==> src/logic/uart_status_baud_pkg.sv <==
// Register map, field positions and reset values of the status/baud slice
package uart_status_baud_pkg;
   localparam logic [2:0] OFS_DIV_LOW   = 3'h0;
   localparam logic [2:0] OFS_DIV_HIGH  = 3'h1;
   localparam logic [2:0] OFS_RATE_MODE = 3'h2;
   localparam logic [2:0] OFS_RX_STATE  = 3'h5;
   localparam logic [2:0] OFS_MODEM     = 3'h6;
   localparam logic [2:0] OFS_SCRATCH   = 3'h7;
   localparam logic [7:0] ENH_ACCESS_CODE = 8'hBF;
   localparam logic [7:0] RST_DIV_LOW   = 8'h01;
   localparam logic [7:0] RST_DIV_HIGH  = 8'h00;
   localparam logic [7:0] RST_RATE_MODE = 8'h00;
   localparam logic [7:0] RST_SCRATCH   = 8'hFF;
   localparam int LC_DLAB     = 7;
   localparam int MC_LOOP     = 4;
   localparam int MC_OP1      = 2;
   localparam int MC_OP2      = 3;
   localparam int MC_ALT_SEL  = 6;
   localparam int MC_PRESCALE = 7;
   localparam int EF_ENH      = 4;
   localparam int RM_IRDA     = 7;
   localparam int RM_RS485    = 6;
   localparam int RM_RATE_HI  = 5;
   localparam int RM_RATE_LO  = 4;
   localparam int LS_READY    = 0;
   localparam int LS_OVERRUN  = 1;
   localparam int LS_PARITY   = 2;
   localparam int LS_FRAMING  = 3;
   localparam int LS_BREAK    = 4;
   localparam int LS_FIFO_ERR = 7;
   localparam int MS_DCTS     = 0;
   localparam int MS_DDSR     = 1;
   localparam int MS_RI       = 6;
   localparam int MS_CD       = 7;
   localparam logic [1:0] PRESCALE_DIV = 2'h3;
   localparam logic [4:0] OSR_16 = 5'h0F;
   localparam logic [4:0] OSR_8  = 5'h07;
   localparam logic [4:0] OSR_4  = 5'h03;
endpackage

==> src/logic/uart_status_baud.sv <==
// Per-channel line/modem status, scratch, divisor and baud tick generator
module uart_status_baud
   import uart_status_baud_pkg::*;
(
   // Clock and resets
   input  wire logic       clk,
   input  wire logic       reset_n,
   input  wire logic       por_n,
   // Register port
   input  wire logic [2:0] addr,
   input  wire logic       rd_en,
   input  wire logic       wr_en,
   input  wire logic [7:0] wr_data,
   output logic      [7:0] rd_data,
   // Control registers held elsewhere in the channel
   input  wire logic [7:0] line_control,
   input  wire logic [7:0] modem_control,
   input  wire logic [7:0] enhanced_feature_control,
   input  wire logic       modem_int_enable,
   // Receive datapath status
   input  wire logic       rx_fifo_nonempty,
   input  wire logic       rx_fifo_full,
   input  wire logic       rx_char_arrived,
   input  wire logic       rx_head_parity_err,
   input  wire logic       rx_head_framing_err,
   input  wire logic       rx_head_break,
   input  wire logic       rx_any_error,
   // Modem inputs, active low
   input  wire logic       clear_to_send_n,
   input  wire logic       data_set_ready_n,
   input  wire logic       ring_indicator_n,
   input  wire logic       carrier_detect_n,
   // Datapath controls
   output logic            rx_fifo_write,
   output logic            irda_mode,
   output logic            rs485_auto,
   output logic            sample_tick,
   output logic            modem_irq
);
   logic       rst_a_ff, rst_s_ff, por_a_ff, por_s_ff;
   logic [7:0] div_low_ff, div_high_ff, rate_mode_ff, scratch_ff;
   logic       overrun_ff, dcts_ff, ddsr_ff;
   logic       cts_prev_ff, dsr_prev_ff, first_ff;
   logic [15:0] div_cnt_ff;
   logic [1:0]  pre_cnt_ff;
   logic [4:0]  osr_cnt_ff;
   logic [7:0]  line_state, modem_state;
   logic        sel_div, sel_rate, sel_alt, cts_lvl, dsr_lvl, ri_lvl, cd_lvl;
   logic        loop;
   logic [4:0]  osr_max;

   // Two-stage release of both resets; por_n is power-on only
   always_ff @(posedge clk or negedge reset_n) begin
      if (!reset_n) begin
         rst_a_ff <= 1'b0;
         rst_s_ff <= 1'b0;
      end else begin
         rst_a_ff <= 1'b1;
         rst_s_ff <= rst_a_ff;
      end
   end
   always_ff @(posedge clk or negedge por_n) begin
      if (!por_n) begin
         por_a_ff <= 1'b0;
         por_s_ff <= 1'b0;
      end else begin
         por_a_ff <= 1'b1;
         por_s_ff <= por_a_ff;
      end
   end

   // Address window decode
   assign sel_div  = line_control[LC_DLAB]
                     && (line_control != ENH_ACCESS_CODE);
   assign sel_rate = enhanced_feature_control[EF_ENH]
                     && line_control[LC_DLAB];
   assign sel_alt  = !line_control[LC_DLAB]
                     && !modem_control[MC_ALT_SEL];
   assign loop     = modem_control[MC_LOOP];

   // Loopback substitution; DSR/CTS loop from outputs not modelled here
   assign cts_lvl = !clear_to_send_n;
   assign dsr_lvl = !data_set_ready_n;
   assign ri_lvl  = loop ? modem_control[MC_OP1]
                         : !ring_indicator_n;
   assign cd_lvl  = loop ? modem_control[MC_OP2]
                         : !carrier_detect_n;

   always_comb begin
      line_state = 8'h00;
      line_state[LS_READY]    = rx_fifo_nonempty;
      line_state[LS_OVERRUN]  = overrun_ff;
      line_state[LS_PARITY]   = rx_fifo_nonempty && rx_head_parity_err;
      line_state[LS_FRAMING]  = rx_fifo_nonempty && rx_head_framing_err;
      line_state[LS_BREAK]    = rx_fifo_nonempty && rx_head_break;
      line_state[LS_FIFO_ERR] = rx_any_error;
   end

   // Upper bits are inverted pin levels (RI/CD take OP1/OP2 in loop), so reset shows inverted pins
   always_comb begin
      modem_state = {cd_lvl, ri_lvl, dsr_lvl, cts_lvl,
                     2'b00, ddsr_ff, dcts_ff};
   end

   // Overrun: set on arrival into a full FIFO, cleared by reading; set wins
   always_ff @(posedge clk or negedge rst_s_ff) begin
      if (!rst_s_ff) begin
         overrun_ff <= 1'b0;
      end else if (rx_char_arrived && rx_fifo_full) begin
         overrun_ff <= 1'b1;
      end else if (rd_en && addr == OFS_RX_STATE
                   && !line_control[LC_DLAB]) begin
         overrun_ff <= 1'b0;
      end
   end

   // Dropped byte never reaches the FIFO
   always_ff @(posedge clk or negedge rst_s_ff) begin
      if (!rst_s_ff) begin
         rx_fifo_write <= 1'b0;
      end else begin
         rx_fifo_write <= rx_char_arrived && !rx_fifo_full;
      end
   end

   // Delta flags; first cycle after reset only captures levels
   always_ff @(posedge clk or negedge rst_s_ff) begin
      if (!rst_s_ff) begin
         first_ff    <= 1'b1;
         cts_prev_ff <= 1'b0;
         dsr_prev_ff <= 1'b0;
         dcts_ff     <= 1'b0;
         ddsr_ff     <= 1'b0;
      end else begin
         first_ff    <= 1'b0;
         cts_prev_ff <= cts_lvl;
         dsr_prev_ff <= dsr_lvl;
         if (!first_ff && cts_lvl != cts_prev_ff) begin
            dcts_ff <= 1'b1;
         end else if (rd_en && addr == OFS_MODEM && sel_alt) begin
            dcts_ff <= 1'b0;
         end
         if (!first_ff && dsr_lvl != dsr_prev_ff) begin
            ddsr_ff <= 1'b1;
         end else if (rd_en && addr == OFS_MODEM && sel_alt) begin
            ddsr_ff <= 1'b0;
         end
      end
   end

   always_ff @(posedge clk or negedge rst_s_ff) begin
      if (!rst_s_ff) begin
         modem_irq <= 1'b0;
      end else begin
         modem_irq <= modem_int_enable && (dcts_ff || ddsr_ff);
      end
   end

   // Scratch: no sleep input touches it, so contents survive sleep
   always_ff @(posedge clk or negedge rst_s_ff) begin
      if (!rst_s_ff) begin
         scratch_ff <= RST_SCRATCH;
      end else if (wr_en && addr == OFS_SCRATCH && sel_alt) begin
         scratch_ff <= wr_data;
      end
   end

   // Divisor survives ordinary reset; only power-on reloads it, to 0001
   always_ff @(posedge clk or negedge por_s_ff) begin
      if (!por_s_ff) begin
         div_low_ff  <= RST_DIV_LOW;
         div_high_ff <= RST_DIV_HIGH;
      end else if (wr_en && sel_div) begin
         if (addr == OFS_DIV_LOW) begin
            div_low_ff <= wr_data;
         end
         if (addr == OFS_DIV_HIGH) begin
            div_high_ff <= wr_data;
         end
      end
   end

   always_ff @(posedge clk or negedge rst_s_ff) begin
      if (!rst_s_ff) begin
         rate_mode_ff <= RST_RATE_MODE;
      end else if (wr_en && sel_rate && addr == OFS_RATE_MODE) begin
         rate_mode_ff <= wr_data;
      end
   end

   always_ff @(posedge clk or negedge rst_s_ff) begin
      if (!rst_s_ff) begin
         irda_mode  <= 1'b0;
         rs485_auto <= 1'b0;
      end else begin
         irda_mode  <= rate_mode_ff[RM_IRDA];
         rs485_auto <= rate_mode_ff[RM_RS485];
      end
   end

   // Read mux; rate/mode takes offset 2 over the shared window
   always_ff @(posedge clk or negedge rst_s_ff) begin
      if (!rst_s_ff) begin
         rd_data <= 8'h00;
      end else if (rd_en) begin
         rd_data <= 8'h00;
         if (sel_div && addr == OFS_DIV_LOW) begin
            rd_data <= div_low_ff;
         end else if (sel_div && addr == OFS_DIV_HIGH) begin
            rd_data <= div_high_ff;
         end else if (sel_rate && addr == OFS_RATE_MODE) begin
            rd_data <= rate_mode_ff;
         end else if (!line_control[LC_DLAB] && addr == OFS_RX_STATE) begin
            rd_data <= line_state;
         end else if (sel_alt && addr == OFS_MODEM) begin
            rd_data <= modem_state;
         end else if (sel_alt && addr == OFS_SCRATCH) begin
            rd_data <= scratch_ff;
         end
      end
   end

   // Oversampling factor select
   always_comb begin
      if (rate_mode_ff[RM_RATE_HI]) begin
         osr_max = OSR_4;
      end else if (rate_mode_ff[RM_RATE_LO]) begin
         osr_max = OSR_8;
      end else begin
         osr_max = OSR_16;
      end
   end

   // Chain: divisor -> prescaler -> tick; divisor 0 treated as 1
   always_ff @(posedge clk or negedge rst_s_ff) begin
      if (!rst_s_ff) begin
         div_cnt_ff  <= 16'h0000;
         pre_cnt_ff  <= 2'h0;
         osr_cnt_ff  <= 5'h00;
         sample_tick <= 1'b0;
      end else begin
         sample_tick <= 1'b0;
         if (div_cnt_ff + 16'h0001 >= {div_high_ff, div_low_ff}) begin
            div_cnt_ff <= 16'h0000;
            if (!modem_control[MC_PRESCALE]
                || pre_cnt_ff == PRESCALE_DIV) begin
               pre_cnt_ff  <= 2'h0;
               sample_tick <= 1'b1;
               osr_cnt_ff  <= (osr_cnt_ff >= osr_max) ? 5'h00
                              : osr_cnt_ff + 5'h01;
            end else begin
               pre_cnt_ff <= pre_cnt_ff + 2'h1;
            end
         end else begin
            div_cnt_ff <= div_cnt_ff + 16'h0001;
         end
      end
   end

   // Checks
   property p_div_reset;
      @(posedge clk) $rose(por_s_ff) |-> div_low_ff == RST_DIV_LOW;
   endproperty
   a_div_reset: assert property (p_div_reset)
      else $error("divisor default wrong");
   property p_scratch_wr;
      @(posedge clk) disable iff (!rst_s_ff)
      wr_en && addr == OFS_SCRATCH && sel_alt |=> scratch_ff == $past(wr_data);
   endproperty
   a_scratch_wr: assert property (p_scratch_wr)
      else $error("scratch write lost");
   property p_overrun;
      @(posedge clk) disable iff (!rst_s_ff)
      rx_char_arrived && rx_fifo_full |=> overrun_ff && !rx_fifo_write;
   endproperty
   a_overrun: assert property (p_overrun)
      else $error("overrun not flagged");
   property p_dcts;
      @(posedge clk) disable iff (!rst_s_ff)
      !first_ff && $changed(cts_lvl) |=> dcts_ff;
   endproperty
   a_dcts: assert property (p_dcts)
      else $error("cts delta missed");
   property p_irq;
      @(posedge clk) disable iff (!rst_s_ff)
      modem_int_enable && ddsr_ff |=> modem_irq;
   endproperty
   a_irq: assert property (p_irq)
      else $error("modem irq missing");
   property p_ri_loop;
      @(posedge clk) disable iff (!rst_s_ff)
      loop |-> modem_state[MS_RI] == modem_control[MC_OP1];
   endproperty
   a_ri_loop: assert property (p_ri_loop)
      else $error("ri loop wrong");
   property p_cd_pin;
      @(posedge clk) disable iff (!rst_s_ff)
      !loop |-> modem_state[MS_CD] == !carrier_detect_n;
   endproperty
   a_cd_pin: assert property (p_cd_pin)
      else $error("cd pin wrong");
   property p_tick_gap;
      @(posedge clk) disable iff (!rst_s_ff)
      sample_tick && {div_high_ff, div_low_ff} == 16'h0002
      && !modem_control[MC_PRESCALE] && $stable(div_low_ff)
      |=> !sample_tick;
   endproperty
   a_tick_gap: assert property (p_tick_gap)
      else $error("tick too early");
   property p_osr_wrap;
      @(posedge clk) disable iff (!rst_s_ff)
      sample_tick && $past(osr_cnt_ff) >= $past(osr_max)
      |-> osr_cnt_ff == 5'h00;
   endproperty
   a_osr_wrap: assert property (p_osr_wrap)
      else $error("sample counter missed wrap");
   property p_div_refuse;
      @(posedge clk) disable iff (!por_s_ff)
      wr_en && addr == OFS_DIV_LOW && line_control == ENH_ACCESS_CODE
      |=> $stable(div_low_ff);
   endproperty
   a_div_refuse: assert property (p_div_refuse)
      else $error("divisor written under enhanced code");
   property p_rx_ready;
      @(posedge clk) disable iff (!rst_s_ff)
      rd_en && addr == OFS_RX_STATE && !line_control[LC_DLAB]
      |=> rd_data[LS_READY] == $past(rx_fifo_nonempty);
   endproperty
   a_rx_ready: assert property (p_rx_ready)
      else $error("receive ready bit wrong");
   property p_alt_refuse;
      @(posedge clk) disable iff (!rst_s_ff)
      rd_en && addr == OFS_SCRATCH && !sel_alt |=> rd_data == 8'h00;
   endproperty
   a_alt_refuse: assert property (p_alt_refuse)
      else $error("scratch read outside window");
   property p_irda;
      @(posedge clk) disable iff (!rst_s_ff)
      rate_mode_ff[RM_IRDA] != irda_mode
      |=> irda_mode == $past(rate_mode_ff[RM_IRDA]);
   endproperty
   a_irda: assert property (p_irda)
      else $error("infrared mode not following register");
   property p_ri_pin;
      @(posedge clk) disable iff (!rst_s_ff)
      !loop |-> modem_state[MS_RI] == !ring_indicator_n;
   endproperty
   a_ri_pin: assert property (p_ri_pin)
      else $error("ri pin wrong");
   c_tick:    cover property (@(posedge clk) sample_tick);
   c_overrun: cover property (@(posedge clk) overrun_ff);
   c_irq:     cover property (@(posedge clk) modem_irq);
   c_osr:     cover property (@(posedge clk) osr_cnt_ff == osr_max);
   c_loop:    cover property (@(posedge clk) loop);
endmodule // uart_status_baud

==> config.mk <==
export PLATFORM = sky130hd
export DESIGN_NAME = uart_status_baud
export DESIGN_NICKNAME = d
export VERILOG_FILES = /design/src/logic/uart_status_baud_pkg.sv /design/src/logic/uart_status_baud.sv
export SDC_FILE = /design/constraint.sdc
export NUM_CORES = 1
export LEC_CHECK = 0
export ABC_AREA = 1
export BUFFER_PORTS_ARGS = -buffer_cell sky130_fd_sc_hd__buf_2
export CAP_MARGIN = 20
export CORE_MARGIN = 5
export CORE_UTILIZATION = 53
export CTS_BUF_LIST = sky130_fd_sc_hd__clkbuf_8
export CTS_CLUSTER_DIAMETER = 80
export DETAILED_ROUTE_END_ITERATION = 8
export PLACE_DENSITY_LB_ADDON = 0.08
export SLEW_MARGIN = 30
export SYNTH_ARGS = -nofsm -noshare
export SYNTH_HDL_FRONTEND = slang
export SYNTH_SLANG_ARGS = --single-unit
export TNS_END_PERCENT = 30
==> constraint.sdc <==
create_clock -name clk -period 1.52 [get_ports clk]
set_input_delay 0.076 -clock clk [delete_from_list [all_inputs] [get_ports clk]]
set_output_delay 0.076 -clock clk [all_outputs]
set_load 0.05 [all_outputs]
### Yosys cells after proc, flatten, opt, wreduce, memory -nomap -nowiden

Index checks and enable logic that the tools add are counted.

| word-level totals | value |
|---|---|
| flip-flop bits (word level) | 73 |
| bits of input ports | 52 |
| word-level logic and storage cells | 94 |

| cells by class | value |
|---|---|
| add/sub/neg operators | 2 |
| magnitude comparators | 1 |
| equal/unequal tests | 9 |
| muxes and demuxes | 17 |
| reductions and logical operators | 43 |

Operators with widths:

| kind | number |
|---|---|
| two-way mux 8 bit | 6 |
| logical AND 1 bit | 26 |
| adder 16 x 1 -> 16 bit, second input constant | 1 |
| greater-or-equal comparator 16 bit | 1 |
| two-way mux 16 bit | 1 |
| equality test 3 bit, second input constant | 3 |
| zero test 1 bit | 9 |
| two-way mux 1 bit | 9 |
| inequality test 8 bit, second input constant | 1 |
| nonzero test 2 bit | 3 |
| AND reduction 2 bit | 2 |
| equality test 3 x 1 -> 1 bit, second input constant | 1 |
| equality test 3 x 2 -> 1 bit, second input constant | 1 |
| zero test 3 bit | 1 |
| adder 2 x 1 -> 2 bit, second input constant | 1 |
| equality test 2 bit, second input constant | 1 |
| logical OR 1 bit | 2 |
| two-way mux 2 bit | 1 |
| inequality test 1 bit | 2 |

### Logic depth before layout (Yosys ltp)

| depth | value |
|---|---|
| depth in word-level cells | 9 |
| depth in mapped cells | 16 |
| mapped depth without buffers | 16 |

### Worst setup path before layout

Ideal clock, no wire load.

| timing path | value |
|---|---|
| path kind | register to register |
| start | register div_cnt_ff[0] |
| end | register div_cnt_ff[10] |
| library setup time | 0.123 ns |
| data arrival time | 2.214 ns |
| required time | 1.397 ns |
| slack | -0.817 ns |
| stages on the path, launching flop included | 14 |
| clock period less this slack | 2.337 ns |
| cell sequence | dfrtp_1 ha_1 nand2_1 nor2_1 nand3_1 xor2_1 inv_1 ha_1 nand2_1 nor3_1 nand2_1 nand3_2 buf_2 nor2_1 |

| on the way | value |
|---|---|
| longest elaborated chain between the ends | 3 |

RTL lines:

| what | RTL line | source |
|---|---|---|
| start: declaration | uart_status_baud.sv:44 | `logic [15:0] div_cnt_ff;` |
| start signal: assignment | uart_status_baud.sv:255 | `div_cnt_ff <= div_cnt_ff + 16'h0001;` |
| adder 16 x 1 -> 16 bit * | uart_status_baud.sv:243, uart_status_baud.sv:255 |  |
| greater-or-equal comparator 16 bit | uart_status_baud.sv:243 | `if (div_cnt_ff + 16'h0001 >= {div_high_ff, div_low_ff}) begin` |
| two-way mux 16 bit * | uart_status_baud.sv:243 |  |

Every way passes the cells marked *; elsewhere a longest branch is shown, timed or not.
A chain may end at the register's enable or synchronous reset.

### Final worst setup path

| timing path | value |
|---|---|
| start | register div_cnt_ff[8] |
| end | register div_cnt_ff[12] |

The elaborated chain is that of the path after synthesis.

==> impl_metrics.ini <==
[worst_setup_path]
cp.depth = 16
crit_arrival_ps = 2880
cp-endpoint = div_cnt_ff[12]
crit_top_cell = nand2_2
critPathLaunch = div_cnt_ff[8]
worst_ep_required_time_ps = 1790
reg2reg_from = div_cnt_ff[8]
critPathSlowestCell = dfrtp_1
crit_path_end_kind = flop
cp_num_buf_inv = 4
slowest_delay_ps = 410
crit_type = reg -> reg
rr_worst_depth = 16
crit_family = simple AND/OR/NAND/NOR gates
cp-start-kind = flop
r2r_end = div_cnt_ff[12]
path_cells = nand2_2 -> buf_4 -> buf_4 -> nor2_1 -> nand3_1 -> xor2_1 -> inv_1 -> ha_1 -> nand2_2 -> nand2_2 -> nand3_2 -> nand2_2 -> a21oi_4 -> buf_6 -> nand3_4 -> nor2_2
worstPathMaxFanout = 5
r2r_slack_ps = -1090

[power_and_ir_drop]
p_leak_nw = 2.82
clkPwrFrac_pct = 23.6
pwr-share-comb_pct = 38.3
max-vdd-ir-drop_mv = 0.808
switching_share_pct = 36.7
power_frac_seq_pct = 38.2
cellPowerDensity_nw_per_um2 = 1210
p_int_mw = 4.13
p_sw_mw = 2.40

[cells_and_area]
final_common_cell = nand2_1
fin_nets = 680
diodes = 0
fin_util_pct = 74.2
drive_gt1_share_pct = 37.4
mostFrequentLayoutCells = nand2_1 (108), inv_1 (69), dfrtp_1 (61), buf_2 (54), buf_4 (51)
nFillCells = 569
synthToLayoutAreaGrowth_pct = 35.6

[detailed_routing]
post_drt_via_cell_ratio = 5.28
wire_per_inst_microns = 15.9
remaining_drc_errors = 0
ant_nets = 0
num_vias = 3770
drtIter0Drc = 309
dr.pass1.iters = 9
routed_wirelength_microns = 11400

[timing]
period_share_pct = 171
min_period_ps = 2610
rsz0062_at_grt = true
tightestPinTransition_ps = 699
hold_viol_final = 0
worst_hold_slack_ps = 4.84
worst_slack_ps = -1090
setup_viol = 19
slew_violations = 0
max_freq_ghz = 0.384
timing.slew.headroom_pct = 53.4
fin_worst_skew_ps = 17.0

[run_status]
failed_checks = setup timing
status = finished with violations

[logic_synthesis]
syn_inst = 485
ys_seq_area_share_pct = 46.4
synth_edf_count = 0
ys_seq_elements = 73
avgSynthCellArea_sq_um = 8.18
netlist_area_sq_um = 3970
synthArstFlopShare_pct = 100
ys_types = 32
yosys_warnings = 0
synth_flop_cell = dfrtp_1

[clock_tree]
clk_pin_slew_worst_paths_ps = 90
htree_levels = 3
clock_path_buffers = 2
cts_sinks = 73
clk_latency_ps = 350
numCtsBuffers = 9
cts_root_buf = clkbuf_8
cts_tree = yes

[placement]
globalplace.congestion = 0.879
hpwlAfterDp_microns = 7240
port_buffers = 54

[grt]
antenna_found_initial = 0
grt_overflow_total = 0
grt_pass1_vias = 3576
grt.total_usage_pct = 23.7
grt_max_degree = 54
grt_pass1_wl_microns = 16700

[floorplanning]
design.die.area_sq_um = 9310
die_h_microns = 96.5
start_util_pct = 54.7
num_io_pins = 65
die_w_microns = 96.5
design.core.area_sq_um = 7250
row_count = 31

[hold_path]
hold_path_class = in -> reg

[flow_run]
cap_viol_max_count = 0
==> sequential cells by signal, summed over array words and instances, names as in the netlist, 2 cells and up <==
name,count
div_high_ff,8
scratch_ff,8
rate_mode_ff,8
rd_data,8
pre_cnt_ff,2
div_cnt_ff,16
div_low_ff,8
==> cells in the mapped netlist (2+ instances only) <==
cell       instances  share of area [%]
buf_6              3               0.85
nand2_4            2               0.57
nor3_1             7               0.88
nand3_2            2               0.50
nand2_1          124                 12
o21ai_0           32                4.0
nor2_4             6                1.7
xor2_1            13                2.9
dfrtp_1           63                 40
o21ai_2           16                3.5
nand3_1           13                1.6
a21oi_1            7               0.88
inv_2              4               0.38
ha_1              18                5.7
dfstp_2           10                6.6
nand4_1           14                2.2
o21bai_1           2               0.38
nor2_1            57                5.4
conb_1             2               0.19
nor2_2             2               0.32
o21ai_1            2               0.25
inv_1             74                7.0
nand2_2            2               0.32
o2111ai_1          2               0.44
==> worst reg2reg max path, stage by stage, from the launching register on <==
cell and delay, ps:
dfrtp_1 410, nand2_2 100, buf_4 150, buf_4 120, nor2_1 110, nand3_1 100, xor2_1 240, inv_1 90
ha_1 200, nand2_2 80, nand2_2 50, nand3_2 70, nand2_2 80, a21oi_4 240, buf_6 160, nand3_4 140
nor2_2 180
==> how the worst min path moves through the flow <==
stage	end	start	cells past startpoint
after global placement	por_a_ff	por_n	1
after detailed placement	por_a_ff	por_n	1
final	div_high_ff[1]	wr_data[1]	3
after global routing	sample_tick	modem_control[7]	4
after CTS	div_high_ff[6]	wr_data[6]	3
after floorplan	por_a_ff	por_n	0
==> per-stage QoR <==
step           std cells  power [mW]  TNS (ps)  setup WS, ps  cell area [sq um]
2_1_floorplan        486        3.72    -16510          -666               4000
3_3_place_gp         673        4.54    -16710          -885               4650
3_5_place_dp         673        4.63    -17880          -961               4650
4_1_cts              710        6.29    -15110          -822               5140
5_1_grt              714        6.93    -20580         -1170               5380
6_report             714        6.53    -18790         -1090               5380
==> power by group through the flow <==
stage          Combinational (mW)  Clock [mW]  Sequential, mW
6_report                     2.50        1.54            2.49
5_1_grt                      2.77        1.63            2.53
4_1_cts                      2.28        1.54            2.48
3_5_place_dp                 2.13           0            2.50
3_3_place_gp                 2.04           0            2.49
2_1_floorplan                1.12           0            2.59
==> routing by layer <==
metal  GRT usage (%)  share of wire [%]
met1            33.4                 41
met2            37.2                 48
met3            3.72                8.0
met4            7.94                2.5
met5               0                  0
==> logic make-up after synthesis <==
| logic type | after synthesis | synth area share (%) |
|---|---|---|
| buffers and inverters | 85 | 8.99 |
| and+or+nand+nor | 231 | 26.0 |
| adders and majority gates | 18 | 5.68 |
| other | 2 | 0.189 |
| xor gates and xnor gates | 13 | 2.87 |
| AOI/OAI and AO/OA | 63 | 9.91 |
| DFF | 73 | 46.4 |
==> cell type report <==
| cell class | count | area (sq um) | area share (%) |
|---|---|---|---|
| clock inverter | 6 | 58.8 | 1.09 |
| clock buffer | 10 | 138 | 2.56 |
| inverter | 78 | 293 | 5.44 |
| multi-input combinational | 331 | 2140 | 39.7 |
| tap | 99 | 124 | 2.30 |
| timing repair buffer | 117 | 787 | 14.6 |
| sequential | 73 | 1840 | 34.2 |
==> timing repair <==
item,4_1_cts,5_1_grt
hold endpoints to repair,9,0
resized for setup,25,45
buffers inserted,12,2
gates cloned,1,2
endpoints found under the setup margin,19,19
pin swaps,18,28
hold buffers,8,0
Note: power is estimated with default switching activity, not from simulation.
